<file path="src/logic/pif_pkg.sv">
// Package with register map, field layout and carrier types for the request flag block
package pif_pkg;
   localparam logic [9:0]  PIF_FLAGS_IDX   = 10'h00D;  // Request flags, register index
   localparam logic [11:0] PIF_FLAGS_OFF   = {PIF_FLAGS_IDX, 2'b00};  // Byte address of flags
   localparam logic [11:0] PIF_ENABLE_OFF  = 12'h038;  // Enable bits, same layout as flags
   localparam logic [11:0] PIF_CORE_OFF    = 12'h03C;  // Core control and status
   localparam logic [11:0] PIF_CAPCMP_OFF  = 12'h040;  // Unit-2 mode select and compare value
   localparam logic [11:0] PIF_PORT_A_A_OFF   = 12'h044;  // Port A pin levels, read only
   localparam int          PIF_TOUCH_BIT   = 6;
   localparam int          PIF_PORT_A_A_BIT   = 5;
   localparam int          PIF_EEPROM_BIT  = 4;
   localparam int          PIF_CAPCMP_BIT  = 0;
   localparam logic [7:0]  PIF_FLAGS_RST   = 8'h00;
   localparam logic [7:0]  PIF_FLAGS_MASK  = 8'h71;
   localparam int          PIF_CORE_GIE_BIT = 0;
   localparam int          PIF_CORE_ISR_BIT = 1;
   localparam logic [15:0] PIF_VECTOR_ADDR = 16'h0004;
   localparam logic [15:0] PIF_CMP_RST     = 16'h0000;

   typedef enum logic [1:0] {
      PIF_MODE_OFF,
      PIF_MODE_CAPTURE,
      PIF_MODE_COMPARE,
      PIF_MODE_PWM
   } pif_mode_e;

   typedef struct packed {
      logic touch_done;      // Touch sequence complete pulse
      logic eeprom_done;     // Program memory write complete pulse
      logic capture_evt;     // Unit-2 capture edge pulse
   } pif_events_s;

   typedef struct packed {
      logic return_from_interrupt; // Core executed return instruction
      logic take_ack;              // Core has taken the vector
   } pif_core_s;
endpackage : pif_pkg

</file>
<file path="src/logic/pif_apb_slave.sv">
// APB slave front end: decode, single-cycle ready and error on unmapped addresses
`timescale 1ns/1ps
module pif_apb_slave #(
   parameter int AW = 12
) (
   input  wire logic          sys_clk_i,   // System clock
   input  wire logic          rst_n_i,     // Async reset, active low
   input  wire logic          psel_i,      // APB select
   input  wire logic          penable_i,   // APB enable
   input  wire logic          pwrite_i,    // APB direction
   input  wire logic [AW-1:0] paddr_i,     // APB address
   input  wire logic          mapped_i,    // Address decodes to a register
   input  wire logic [31:0]   rdata_i,     // Register read mux
   output logic               wr_o,        // Write strobe, access phase
   output logic               rd_o,        // Read strobe, access phase
   output logic               pready_o,    // APB ready
   output logic               pslverr_o,   // APB error
   output logic [31:0]        prdata_o     // APB read data
);
   wire setup_w = psel_i && !penable_i;

   assign wr_o = psel_i && penable_i && pwrite_i && mapped_i && pready_o;
   assign rd_o = psel_i && penable_i && !pwrite_i && mapped_i && pready_o;

   always_ff @(posedge sys_clk_i or negedge rst_n_i) begin
      if (!rst_n_i) begin
         pready_o  <= 1'b0;
         pslverr_o <= 1'b0;
         prdata_o  <= 32'h00000000;
      end else begin
         pready_o  <= setup_w;
         pslverr_o <= setup_w && !mapped_i;
         prdata_o  <= (setup_w && !pwrite_i && mapped_i) ? rdata_i : 32'h00000000;
      end
   end
endmodule : pif_apb_slave

</file>
<file path="src/logic/pif_irq_flags.sv">
// Peripheral request flags, unit-2 capture/compare flag logic and core vectoring control
`timescale 1ns/1ps

// Functional notes
// - EEPROM write completion sets its flag; it stays until software writes 0.
// - EEPROM flag reads 0 while a write is pending or not started.
// - Any port A pin level change sets its flag until software clears it.
// - Capture mode: a timer-one capture sets the unit-2 flag; software clears.
// - PWM mode never sets the unit-2 flag.
// - Accepted request sends the core to fixed vector 0004H.
// - No automatic context save or restore, no push or pop support.
// - While servicing, no further request is accepted even if pending and enabled.
// - Next request is accepted only after return-from-interrupt executes.
// - All sources equal; no hardware priority among simultaneous requests.
// - Flags set on their condition regardless of enable bits or global enable.
module pif_irq_flags
   import pif_pkg::*;
#(
   parameter int PORT_A_A_W = 8,
   parameter int TMR_W   = 16
) (
   input  wire logic               sys_clk_i,     // System clock, 125 MHz
   input  wire logic               rst_n_i,       // Async reset, active low
   input  wire logic               psel_i,        // APB select
   input  wire logic               penable_i,     // APB enable
   input  wire logic               pwrite_i,      // APB direction
   input  wire logic [11:0]        paddr_i,       // APB byte address
   input  wire logic [31:0]        pwdata_i,      // APB write data
   input  wire logic [3:0]         pstrb_i,       // APB byte strobes
   output logic                    pready_o,      // APB ready
   output logic                    pslverr_o,     // APB error
   output logic [31:0]             prdata_o,      // APB read data
   input  wire pif_pkg::pif_events_s events_i,    // Peripheral event pulses
   input  wire logic [PORT_A_A_W-1:0] port_a_a_i,    // Port A pins, asynchronous
   input  wire logic [TMR_W-1:0]   timer_one_count_i, // Timer-one count
   input  wire pif_pkg::pif_core_s core_i,        // Core handshake
   output logic                    irq_req_o,     // Request to core, level
   output logic [15:0]             vector_addr_o, // Vector address to core
   output logic                    in_service_o   // Service routine active
);
   import pif_pkg::*;

   logic [7:0]         flags_q, flags_d;
   logic [7:0]         enable_q;
   logic               gie_q;
   logic               in_service_q;
   pif_mode_e          mode_q;
   logic [TMR_W-1:0]   cmp_q;
   logic [TMR_W-1:0]   cap_q;
   logic [PORT_A_A_W-1:0] pa_meta_q, pa_sync_q, pa_last_q;
   logic               pa_primed_q;
   logic               irq_q;
   logic [15:0]        vec_q;

   // Byte lane 0 write helper
   function automatic logic [7:0] lane0(input logic [7:0] old, input logic [31:0] wd,
                                        input logic [3:0] st);
      lane0 = st[0] ? wd[7:0] : old;
   endfunction : lane0

   // Bus decode
   wire        hit_flags  = (paddr_i == PIF_FLAGS_OFF);
   wire        hit_enable = (paddr_i == PIF_ENABLE_OFF);
   wire        hit_core   = (paddr_i == PIF_CORE_OFF);
   wire        hit_capcmp = (paddr_i == PIF_CAPCMP_OFF);
   wire        hit_port_a_a  = (paddr_i == PIF_PORT_A_A_OFF);
   wire        mapped     = hit_flags | hit_enable | hit_core | hit_capcmp | hit_port_a_a;
   wire        wr_en;
   wire        rd_en;
   logic [31:0] rdata;

   always_comb begin
      rdata = 32'h00000000;
      if (hit_flags)  rdata[7:0] = flags_q & PIF_FLAGS_MASK;
      if (hit_enable) rdata[7:0] = enable_q & PIF_FLAGS_MASK;
      if (hit_core) begin
         rdata[PIF_CORE_GIE_BIT] = gie_q;
         rdata[PIF_CORE_ISR_BIT] = in_service_q;
      end
      if (hit_capcmp) begin
         rdata[1:0]          = mode_q;
         rdata[16+TMR_W-1:16] = cap_q;
      end
      if (hit_port_a_a)  rdata[PORT_A_A_W-1:0] = pa_sync_q;
   end

   pif_apb_slave #(.AW(12)) u_apb (
      .sys_clk_i (sys_clk_i),
      .rst_n_i   (rst_n_i),
      .psel_i    (psel_i),
      .penable_i (penable_i),
      .pwrite_i  (pwrite_i),
      .paddr_i   (paddr_i),
      .mapped_i  (mapped),
      .rdata_i   (rdata),
      .wr_o      (wr_en),
      .rd_o      (rd_en),
      .pready_o  (pready_o),
      .pslverr_o (pslverr_o),
      .prdata_o  (prdata_o)
   );

   // Port A synchroniser and change detect
   always_ff @(posedge sys_clk_i or negedge rst_n_i) begin
      if (!rst_n_i) begin
         pa_meta_q   <= '0;
         pa_sync_q   <= '0;
         pa_last_q   <= '0;
         pa_primed_q <= 1'b0;
      end else begin
         pa_meta_q   <= port_a_a_i;
         pa_sync_q   <= pa_meta_q;
         pa_last_q   <= pa_sync_q;
         pa_primed_q <= 1'b1;
      end
   end
   // Masks only the first cycle after reset; a nonzero pin level at reset still sets the flag
   wire pa_change = pa_primed_q && (pa_sync_q != pa_last_q);

   // Unit-2 events, gated by mode
   wire cap_evt = (mode_q == PIF_MODE_CAPTURE) && events_i.capture_evt;
   logic cmp_hit_q;
   wire  cmp_eq  = (mode_q == PIF_MODE_COMPARE) && (timer_one_count_i == cmp_q);
   wire  cmp_evt = cmp_eq && !cmp_hit_q;

   always_ff @(posedge sys_clk_i or negedge rst_n_i) begin
      if (!rst_n_i) begin
         cap_q     <= '0;
         cmp_hit_q <= 1'b0;
      end else begin
         if (cap_evt) cap_q <= timer_one_count_i;
         cmp_hit_q <= cmp_eq;
      end
   end

   // Flag update: software write first, then hardware sets win
   wire [7:0] sw_val = lane0(flags_q, pwdata_i, pstrb_i);
   always_comb begin
      flags_d = (wr_en && hit_flags) ? (sw_val & PIF_FLAGS_MASK) : flags_q;
      // Sets ignore enables and global enable
      if (events_i.touch_done)  flags_d[PIF_TOUCH_BIT]  = 1'b1;
      if (pa_change)            flags_d[PIF_PORT_A_A_BIT]  = 1'b1;
      if (events_i.eeprom_done) flags_d[PIF_EEPROM_BIT] = 1'b1;
      if (cap_evt || cmp_evt)   flags_d[PIF_CAPCMP_BIT] = 1'b1;
   end

   always_ff @(posedge sys_clk_i or negedge rst_n_i) begin
      if (!rst_n_i) flags_q <= PIF_FLAGS_RST;
      else          flags_q <= flags_d;
   end

   // Control registers
   always_ff @(posedge sys_clk_i or negedge rst_n_i) begin
      if (!rst_n_i) begin
         enable_q <= 8'h00;
         gie_q    <= 1'b0;
         mode_q   <= PIF_MODE_OFF;
         cmp_q    <= PIF_CMP_RST[TMR_W-1:0];
      end else if (wr_en) begin
         if (hit_enable) enable_q <= lane0(enable_q, pwdata_i, pstrb_i) & PIF_FLAGS_MASK;
         if (hit_core && pstrb_i[0]) gie_q <= pwdata_i[PIF_CORE_GIE_BIT];
         if (hit_capcmp) begin
            if (pstrb_i[0]) mode_q <= pif_mode_e'(pwdata_i[1:0]);
            if (pstrb_i[2]) cmp_q[7:0] <= pwdata_i[23:16];
            if (pstrb_i[3]) cmp_q[TMR_W-1:8] <= pwdata_i[16+TMR_W-1:24];
         end
      end
   end

   // Any enabled flag requests while global enable is set; no source ranking in hardware
   wire pending = gie_q && |(flags_q & enable_q & PIF_FLAGS_MASK);

   // Service state: one routine at a time
   typedef enum logic [1:0] {
      PIF_ST_IDLE,
      PIF_ST_REQ,
      PIF_ST_SERVICE
   } pif_state_e;
   pif_state_e st_q, st_d;

   always_comb begin
      st_d = st_q;
      case (st_q)
         PIF_ST_IDLE:    if (pending) st_d = PIF_ST_REQ;
         PIF_ST_REQ:     if (core_i.take_ack) st_d = PIF_ST_SERVICE;
                         else if (!pending) st_d = PIF_ST_IDLE;
         // Only the return instruction reopens acceptance
         PIF_ST_SERVICE: if (core_i.return_from_interrupt) st_d = PIF_ST_IDLE;
         default:        st_d = PIF_ST_IDLE;
      endcase
   end

   // Vector only; registers of the core are never saved here
   always_ff @(posedge sys_clk_i or negedge rst_n_i) begin
      if (!rst_n_i) begin
         st_q         <= PIF_ST_IDLE;
         irq_q        <= 1'b0;
         in_service_q <= 1'b0;
         vec_q        <= 16'h0000;
      end else begin
         st_q         <= st_d;
         irq_q        <= (st_d == PIF_ST_REQ);
         in_service_q <= (st_d == PIF_ST_SERVICE);
         vec_q        <= PIF_VECTOR_ADDR;
      end
   end

   assign irq_req_o     = irq_q;
   assign vector_addr_o = vec_q;
   assign in_service_o  = in_service_q;

   wire unused_rd = rd_en;
endmodule : pif_irq_flags

</file>
<file path="config.mk">
export PLATFORM = sky130hd
export DESIGN_NAME = pif_irq_flags
export DESIGN_NICKNAME = d
export VERILOG_FILES = /design/src/logic/pif_pkg.sv /design/src/logic/pif_apb_slave.sv /design/src/logic/pif_irq_flags.sv
export SDC_FILE = /design/constraint.sdc
export NUM_CORES = 1
export LEC_CHECK = 0
export ABC_AREA = 1
export BUFFER_PORTS_ARGS = -buffer_cell sky130_fd_sc_hd__buf_2
export CORE_MARGIN = 8
export CORE_UTILIZATION = 45
export DETAILED_ROUTE_END_ITERATION = 7
export GPL_TIMING_DRIVEN = 0
export PLACE_DENSITY = 0.7
export SYNTH_ARGS = -nofsm -noshare
export SYNTH_HDL_FRONTEND = slang
export SYNTH_HIERARCHICAL = 1
export SYNTH_SLANG_ARGS = --single-unit
</file>
<file path="constraint.sdc">
create_clock -name sys_clk_i -period 3 [get_ports sys_clk_i]
set_input_delay 0.3 -clock sys_clk_i [delete_from_list [all_inputs] [get_ports sys_clk_i]]
set_output_delay 0.3 -clock sys_clk_i [all_outputs]
set_load 0.1 [all_outputs]
</file>
==> results of run 1 <==
[worst register-to-register path, cell delays in order (launching register included)]
cell     delay [ns]
dfrtp_1        0.39
nand3_1        0.09
nor2_1         0.42
nand2_1        0.14
inv_1          0.15
nand3_1        0.23
nand2_1        0.13
o21ai_0        0.08
[worst paths after layout]
check | start | endpoint
max in group asynchronous | rst_n_i | u_apb/prdata_o[22]$_DFF_PN0_
worst min-delay path | port_a_a_i[4] | pa_meta_q[4]$_DFF_PN0_
min in group asynchronous | rst_n_i | st_q[0]$_DFF_PN0_
worst max-delay path | paddr_i[1] | enable_q[0]$_DFFE_PN0P_
worst min register to register | pa_meta_q[4]$_DFF_PN0_ | pa_sync_q[4]$_DFF_PN0_
worst max register to register | u_apb/pready_o$_DFF_PN0_ | enable_q[0]$_DFFE_PN0P_
[registers in the layout, indices dropped and copies added, names as in the netlist]
name	count
cap_q	16
cmp_hit_q	1
cmp_q	16
enable_q	4
flags_q	4
gie_q	1
in_service_o	1
irq_req_o	1
mode_q	2
pa_last_q	8
pa_meta_q	8
pa_sync_q	8
st_q	2
u_apb/prdata_o	32
u_apb/pready_o	1
u_apb/pslverr_o	1
vector_addr_o	1
[timing repair]
| action | 4_1_cts | 5_1_grt |
|---|---|---|
| setup buffers | 0 | 0 |
| gates resized for setup | 0 | 0 |
| hold buffers | 1 | 0 |
| hold endpoints to repair | 31 | 0 |
[cell usage in the layout, fill, tap and decap left out, types with 17 or more instances in the layout]
master,n
buf_2,105
buf_4,17
conb_1,24
dfrtp_1,107
inv_1,102
nand2_1,150
nand3_1,19
nor2_1,43
nor2_4,35
o21ai_0,27
[power by group through the flow]
stage | clock (mW) | sequential (mW) | combinational, mW
floorplan | 0 | 1.51 | 0.157
global placement | 0 | 1.50 | 0.261
detailed placement | 0 | 1.50 | 0.270
CTS | 1.24 | 1.47 | 0.271
global route | 1.30 | 1.47 | 0.294
finish | 1.22 | 1.47 | 0.269
[final cells by class]
type	count	area share, %
sequential	107	43.07
inverter	107	6.661
buffer	26	3.804
multi-input combinational	351	29.44
timing repair buffer	108	9.177
tap	140	2.817
clock buffer	9	3.622
clock inverter	7	1.409
[per-stage QoR]
step / instance area, sq um / power [mW]
6_report: 6217 / 2.955
5_1_grt: 6217 / 3.066
4_1_cts: 6217 / 2.985
3_5_place_dp: 5894 / 1.769
3_3_place_gp: 5864 / 1.759
2_1_floorplan: 5159 / 1.664
[layer usage]
metal  up-vias  routed length, um
met5         -                  0
met4         0                153
met3        10                643
met2       103               5307
met1      1684               4783
li1       1940                  -
==> out/results.txt, run 1 <==
sw power - 755.7 uW
Worst Hold Class - primary input to register
Worst-Margin Slew - 0.5336 ns
Routed Antenna Nets - 0
CP Cell Sequence - buf_2, nor2_1, nand2_1, nor2_4, nand2_2, buf_6, nand3_1, nand2_1, nor2_1, nand2_1, inv_1, nand3_1, nand2_1, o21ai_0
1st-iter DRT viols - 226
Place WS - 0.3779 ns
Worst Skew - 0.007495 ns
Hold WS - 0.06113 ns
Via-to-Cell Ratio - 4.371
final std cells w/o fill - 855
static leakage - 3.245 nW
DRT Pass-1 Iters - 4
gpl congestion - 0.8317
Yosys warning count - 6
Syn Area/Cell - 8.921 sq um
Worst EP required - 3.23 ns
startpoint types - primary input
# DRC - 0
Peak VDD IR - 0.0002414 V
Clock Sinks - 107
Storage cell area - 0.002678 sq mm
global route overflow - 0
# IOs - 134
setup ws final - 0.7328 ns
delay-heaviest family, CP - simple AND/OR/NAND/NOR gates
antenna violations before repair - 0
worst reg-to-reg path cell count - 7
post-route core utilization - 56.85%
Clk pwr share - 41.1%
reg-to-reg slack, setup - 1.26 ns
share of layout cells above drive strength 1 - 28.81%
post-route minimum period - 2.267 ns
die footprint - 0.01494 sq mm
total track usage - 15.41%
Vert. Die Dim - 122.2 um
via count - 3737
Critical Path Max Stage Delay - 0.43 ns
Worst-Skew Late Latency - 0.34 ns
GR Layer Usage met2 - 25.83%
Final TNS setup - 0 ns
Pint - 2.200 mW
n_diodes - 0
area of the multi-input gates - 0.001831 sq mm
Final Hold Viols - 0
maximum number of pins on one net before global-route repair - 77
critical path type - primary input to register
TritonCTS clock tree - yes
CTS root buf - clkbuf_16
# rows - 38
Comb power frac - 9.1%
final WL - 10890 um
CTS Buf Count - 9
Seq pwr share - 49.7%
Core Area - 0.01094 sq mm
PortBufs - 106
RSZ-0062 raised after global routing - no
global-route met1 utilization - 19.59%
status - finished, final reports clean
CP Data Arrival Time - 2.49 ns
vias in the first global route - 3867
first-pass GRT wire length - 18260 um
DR WL/cell - 12.73 um
Hold Crit Depth - 1
Starting Density - 46.42%
crit path buf inv count - 3
final setup fails - 0
gr busiest metal - met2
max-slew violation count - 0
final HPWL from detailed placement - 8882 um
fillers - 995
critical path capture point type - register
Max Freq - 441.1 MHz
Post-Syn Area - 0.005076 sq mm
Final period util - 75.57%
CTS H-tree depth - 3
met3 Use GR - 2.848%
clk slew on worst S/H paths - 0.07 ns
die width - 122.2 um
CP max FO - 10
Longest Clk Path Bufs - 2
max_cap viols - 0
crit-path most repeated cell - nand2_1
Area Overhead vs Synth - 22.48%
Sw Ratio - 25.57%
Worst slew margin - 64.29%
slowest cell on the critical path - nor2_1
final net count - 792
CP Depth - 14
placed cell count - 838
Gate Count Post-Synth - 569
pwr/cell area - 475.3 mW/mm^2
Note: power is estimated with default switching activity, not from simulation.
==> run 2, diff against run 1 <==
--- a/config.mk
+++ b/config.mk
@@ -5,13 +5,13 @@
 export SDC_FILE = /design/constraint.sdc
 export NUM_CORES = 1
 export LEC_CHECK = 0
-export ABC_AREA = 1
+export ABC_AREA = 0
 export BUFFER_PORTS_ARGS = -buffer_cell sky130_fd_sc_hd__buf_2
 export CORE_MARGIN = 8
 export CORE_UTILIZATION = 45
 export DETAILED_ROUTE_END_ITERATION = 7
 export GPL_TIMING_DRIVEN = 0
-export PLACE_DENSITY = 0.7
+export PLACE_DENSITY = 0.71
 export SYNTH_ARGS = -nofsm -noshare
 export SYNTH_HDL_FRONTEND = slang
 export SYNTH_HIERARCHICAL = 1
==> constraint.sdc (replaced) <==
create_clock -name sys_clk_i -period 2.25 [get_ports sys_clk_i]
set_input_delay 0.225 -clock sys_clk_i [delete_from_list [all_inputs] [get_ports sys_clk_i]]
set_output_delay 0.225 -clock sys_clk_i [all_outputs]
set_load 0.1 [all_outputs]
==> out/results.txt, run 2 <==
TritonCTS clock tree - yes
antenna violations before repair - 0
n_diodes - 0
Final Total Pwr - 3.446 mW
final net count - 560
maximum number of pins on one net before global-route repair - 66
slowest cell on the critical path - or4b_4
Worst Skew - 0.01101 ns
worst reg-to-reg path cell count - 3
fillers - 832
Worst Hold Class - primary input to register
final WL - 9304 um
die width - 116.0 um
first-pass GRT wire length - 14890 um
total track usage - 14.51%
Worst-Skew Late Latency - 0.37 ns
reg2reg end - cap_q[9]$_DFFE_PN0P_
# IOs - 134
Starting Density - 46.22%
final setup fails - 0
CP Data Arrival Time - 2.35 ns
clk slew on worst S/H paths - 0.10 ns
die footprint - 0.01345 sq mm
Final period util - 93.19%
pwr/cell area - 610.2 mW/mm^2
reg-to-reg slack, setup - 0.45 ns
Worst-Margin Slew - 0.7402 ns
Hold Crit Depth - 2
CTS H-tree depth - 3
Min-Delay Endpoint - flags_q[6]$_DFFE_PN0P_
gpl congestion - 0.8250
startpoint types - primary input
Peak VDD IR - 0.0003661 V
Max Freq - 476.9 MHz
# DRC - 0
Critical Path Max Stage Delay - 0.60 ns
Gate Count Post-Synth - 330
via count - 2806
static leakage - 2.983 nW
PortBufs - 104
most frequent cells in the layout - dfrtp_1, buf_2, mux2_2, conb_1, and2_2
Clock Sinks - 107
Syn Area/Cell - 13.63 sq um
CP Cell Sequence - buf_2, or4b_4, a21oi_4, nand3_2, nor2_4, nor4bb_2, and4_1, clkbuf_8, mux2i_1, o31ai_1
DRT Pass-1 Iters - 4
Via-to-Cell Ratio - 4.555
Area Overhead vs Synth - 25.57%
Place WS - -0.5390 ns
vias in the first global route - 3022
Core Area - 0.009729 sq mm
Yosys warning count - 6
1st-iter DRT viols - 61
status - finished, final reports clean
global route overflow - 0
CP max FO - 4
HP Start - events_i[2]
Longest Clk Path Bufs - 2
Post-Syn Area - 0.004497 sq mm
RSZ-0062 raised after global routing - no
Final TNS setup - 0 ns
Final Hold Viols - 0
Hold WS - 0.04049 ns
critical path capture point type - register
Worst slew margin - 50.55%
final HPWL from detailed placement - 7232 um
critical path type - primary input to register
commonest non-fill, non-tap cell in the layout - dfrtp_1
Worst EP required - 2.50 ns
max-slew violation count - 0
Vert. Die Dim - 116.0 um
setup ws final - 0.1533 ns
largest reg by FF count - u_apb/prdata_o
Reg-to-Reg Start - mode_q[1]$_DFFE_PN0P_
CTS Buf Count - 9
Routed Antenna Nets - 0
CTS root buf - clkbuf_8
DR WL/cell - 15.10 um
max_cap viols - 0
# rows - 36
share of layout cells above drive strength 1 - 47.20%
largest registers - u_apb/prdata_o: 32 flops, cap_q: 16 flops, cmp_q: 16 flops
post-route minimum period - 2.097 ns
max reg flops - 32
[run 2: cell types whose count changed in the layout (fill, tap and decap cells not counted), moves of 9 or more]
cell	delta
nor2_2	-11
and2_2	+20
mux2_2	+37
inv_1	-100
o21ai_0	-25
nor2_4	-34
clkbuf_16	-9
xor2_1	+11
and2_1	+14
and3_1	+9
nor2_1	-41
nand2_1	-144
nand3_1	-15
clkbuf_8	+11
[run 2: layer usage]
layer	wire length, um	share of wire (%)	vias to the layer above	track usage [%]
met5	0	0	-	0
li1	-	-	1400	-
met4	147	1.6	0	5.964
met3	583	6.3	9	3.022
met2	4244	46	94	22.27
met1	4329	47	1303	19.56
[run 2: through the flow]
stage / cell area (sq um) / util (%) / cells
finish: 5647 / 58.04 / 616
global route: 5647 / 58.04 / 616
CTS: 5619 / 57.75 / 614
detailed placement: 5334 / 54.82 / 590
global placement: 5304 / 54.51 / 589
floorplan: 4617 / - / 352
[run 2: cell type report]
cell class	count	area, sq um	share of cell area (%)
buffer	26	216.5	3.833
inverter	2	7.507	0.1329
multi-input combinational	216	1729	30.62
clock inverter	6	56.30	0.9971
clock buffer	10	137.6	2.437
timing repair buffer	116	655.6	11.61
tap	133	166.4	2.947
sequential	107	2678	47.42
[run 2: power breakdown]
part           leakage, nW  internal (mW)  switching (mW)  total [mW]
Combinational         1.47          0.112           0.236       0.348
Sequential            1.42           1.95          0.0135        1.96
Clock               0.0969          0.457           0.681        1.14
[run 2: how the worst max path moves through the flow]
stage,to,cells past startpoint,startpoint,slack [ns]
3_3_place_gp,flags_q[0]$_DFFE_PN0P_,11,paddr_i[7],-0.51
5_1_grt,flags_q[4]$_DFFE_PN0P_,10,paddr_i[4],0.09
3_5_place_dp,flags_q[0]$_DFFE_PN0P_,11,paddr_i[7],-0.54
4_1_cts,flags_q[0]$_DFFE_PN0P_,11,paddr_i[6],0.08
6_report,flags_q[0]$_DFFE_PN0P_,10,paddr_i[4],0.15
2_1_floorplan,flags_q[0]$_DFFE_PN0P_,10,paddr_i[3],-0.03
[run 2: repair_timing]
item	CTS	global route
endpoints found under the setup margin	8	8
gates resized for setup	1	3
setup buffers	0	2
hold buffers	9	0
endpoints found under the hold margin	50	0
pin swaps	0	1
[run 2: critical path, delay by kind of cell]
| kind | cells | cell delay, ns |
|---|---|---|
| buffers and inverters | 2 | 0.27 |
| and+or+nand+nor | 5 | 1.37 |
| muxes | 1 | 0.19 |
| AOI/OAI and AO/OA | 2 | 0.30 |
==> run 3, diff against run 2 <==
--- a/config.mk
+++ b/config.mk
@@ -11,7 +11,7 @@
 export CORE_UTILIZATION = 45
 export DETAILED_ROUTE_END_ITERATION = 7
 export GPL_TIMING_DRIVEN = 0
-export PLACE_DENSITY = 0.71
+export PLACE_DENSITY = 0.74
 export SYNTH_ARGS = -nofsm -noshare
 export SYNTH_HDL_FRONTEND = slang
 export SYNTH_HIERARCHICAL = 1
==> constraint.sdc (replaced) <==
create_clock -name sys_clk_i -period 1.9 [get_ports sys_clk_i]
set_input_delay 0.19 -clock sys_clk_i [delete_from_list [all_inputs] [get_ports sys_clk_i]]
set_output_delay 0.19 -clock sys_clk_i [all_outputs]
set_load 0.1 [all_outputs]
==> out/results.txt, run 3 (synthesis results as in run 2) <==
share of layout cells above drive strength 1 - 47.84%
Worst slew margin - 47.78%
Worst Hold Class - primary input to register
Worst-Margin Slew - 0.7816 ns
n_diodes - 0
DRT Pass-1 Iters - 4
Longest Clk Path Bufs - 2
Peak VDD IR - 0.0003677 V
Final period util - 97.72%
final HPWL from detailed placement - 7362 um
final net count - 564
Core Area - 0.009729 sq mm
Worst EP required - 2.16 ns
Worst-Skew Late Latency - 0.37 ns
Routed Antenna Nets - 0
pwr/cell area - 723.8 mW/mm^2
Worst Skew - 0.009671 ns
RSZ-0062 raised after global routing - yes
global route overflow - 0
critical path type - primary input to register
startpoint types - primary input
CTS H-tree depth - 3
1st-iter DRT viols - 76
gpl congestion - 0.7815
Vert. Die Dim - 116.0 um
final WL - 9639 um
post-route core utilization - 58.85%
die width - 116.0 um
CTS root buf - clkbuf_8
clk slew on worst S/H paths - 0.10 ns
Clock Sinks - 107
Starting Density - 46.22%
Hold WS - 0.01147 ns
Final Hold Viols - 0
max_cap viols - 0
commonest non-fill, non-tap cell in the layout - dfrtp_1
# IOs - 134
die footprint - 0.01345 sq mm
Via-to-Cell Ratio - 4.663
Max Freq - 538.6 MHz
critical path capture point type - register
largest registers - u_apb/prdata_o: 32 flops, cap_q: 16 flops, cmp_q: 16 flops
total track usage - 14.89%
max reg flops - 32
maximum number of pins on one net before global-route repair - 65
final setup fails - 0
post-route design area - 0.005725 sq mm
Area Overhead vs Synth - 27.32%
DP Area - 0.005339 sq mm
most frequent cells in the layout - dfrtp_1, buf_2, mux2_2, conb_1, buf_4
TritonCTS clock tree - yes
CTS Buf Count - 9
via count - 2891
# rows - 36
PortBufs - 104
largest reg by FF count - u_apb/prdata_o
static leakage - 3.028 nW
# DRC - 0
max-slew violation count - 0
CP Data Arrival Time - 2.12 ns
DR WL/cell - 15.55 um
antenna violations before repair - 0
status - finished, final reports clean
vias in the first global route - 3118
Final TNS setup - 0 ns
post-route minimum period - 1.857 ns
CP max FO - 4
first-pass GRT wire length - 15220 um
[run 3: layout make-up]
cell class | count | area [sq um]
Fill cell | 837 | 4004
Sequential cell | 107 | 2678
Multi-Input combinational cell | 216 | 1752
Timing Repair Buffer | 120 | 700.7
Buffer | 26 | 219.0
Tap cell | 133 | 166.4
Clock buffer | 11 | 141.4
Clock inverter | 5 | 61.31
Inverter | 2 | 7.507
[run 3: metrics by stage]
step | setup slack (ns) | power [mW] | instances
4_1_cts | 0.03009 | 4.191 | 619
6_report | 0.04338 | 4.144 | 620
3_3_place_gp | -0.7321 | 2.751 | 589
3_5_place_dp | -0.7538 | 2.765 | 590
5_1_grt | -0.02712 | 4.319 | 620
2_1_floorplan | -0.3419 | 2.608 | 352
[run 3: worst max-delay path: stages]
cell and delay (ns):
buf_6 0.10, or4b_4 0.56, a21oi_4 0.19, nand3_2 0.11
nor2_4 0.09, buf_4 0.12, nand4_1 0.09, or3_4 0.38
mux2_2 0.28
[run 3: report_power, final]
part	total, mW	switching, mW	internal [mW]
clock network	1.40	0.748	0.653
registers	2.32	0.0161	2.30
logic	0.423	0.283	0.139
total	4.14	1.05	3.10
[run 3: layer usage]
layer	wire length (um)	global-route usage, %	up-vias
li1	-	-	1409
met1	4184	18.20	1378
met2	4603	24.35	95
met3	692	3.908	9
met4	158	6.396	0
met5	0	0	-
[run 3: timing repair]
item / CTS / global route
endpoints found under the hold margin: 52 / 0
resized for setup: 3 / 9
hold buffers: 10 / 0
buffers inserted: 4 / 1
pin swaps: 4 / 5
endpoints found under the setup margin: 21 / 19
[run 3: worst paths after layout]
check | slack [ns] | start | depth (start not counted) | end
setup / recovery | 0.04 | paddr_i[4] | 9 | enable_q[0]$_DFFE_PN0P_
hold / removal | 0.01 | events_i[2] | 2 | flags_q[6]$_DFFE_PN0P_
setup reg to reg | 0.30 | mode_q[1]$_DFFE_PN0P_ | 3 | cap_q[9]$_DFFE_PN0P_
hold reg to reg | 0.35 | pa_meta_q[3]$_DFF_PN0_ | 0 | pa_sync_q[3]$_DFF_PN0_
max in group asynchronous | 0.87 | rst_n_i | 3 | gie_q$_DFFE_PN0P_
min in group asynchronous | 0.34 | rst_n_i | 2 | cmp_q[9]$_DFFE_PN0P_
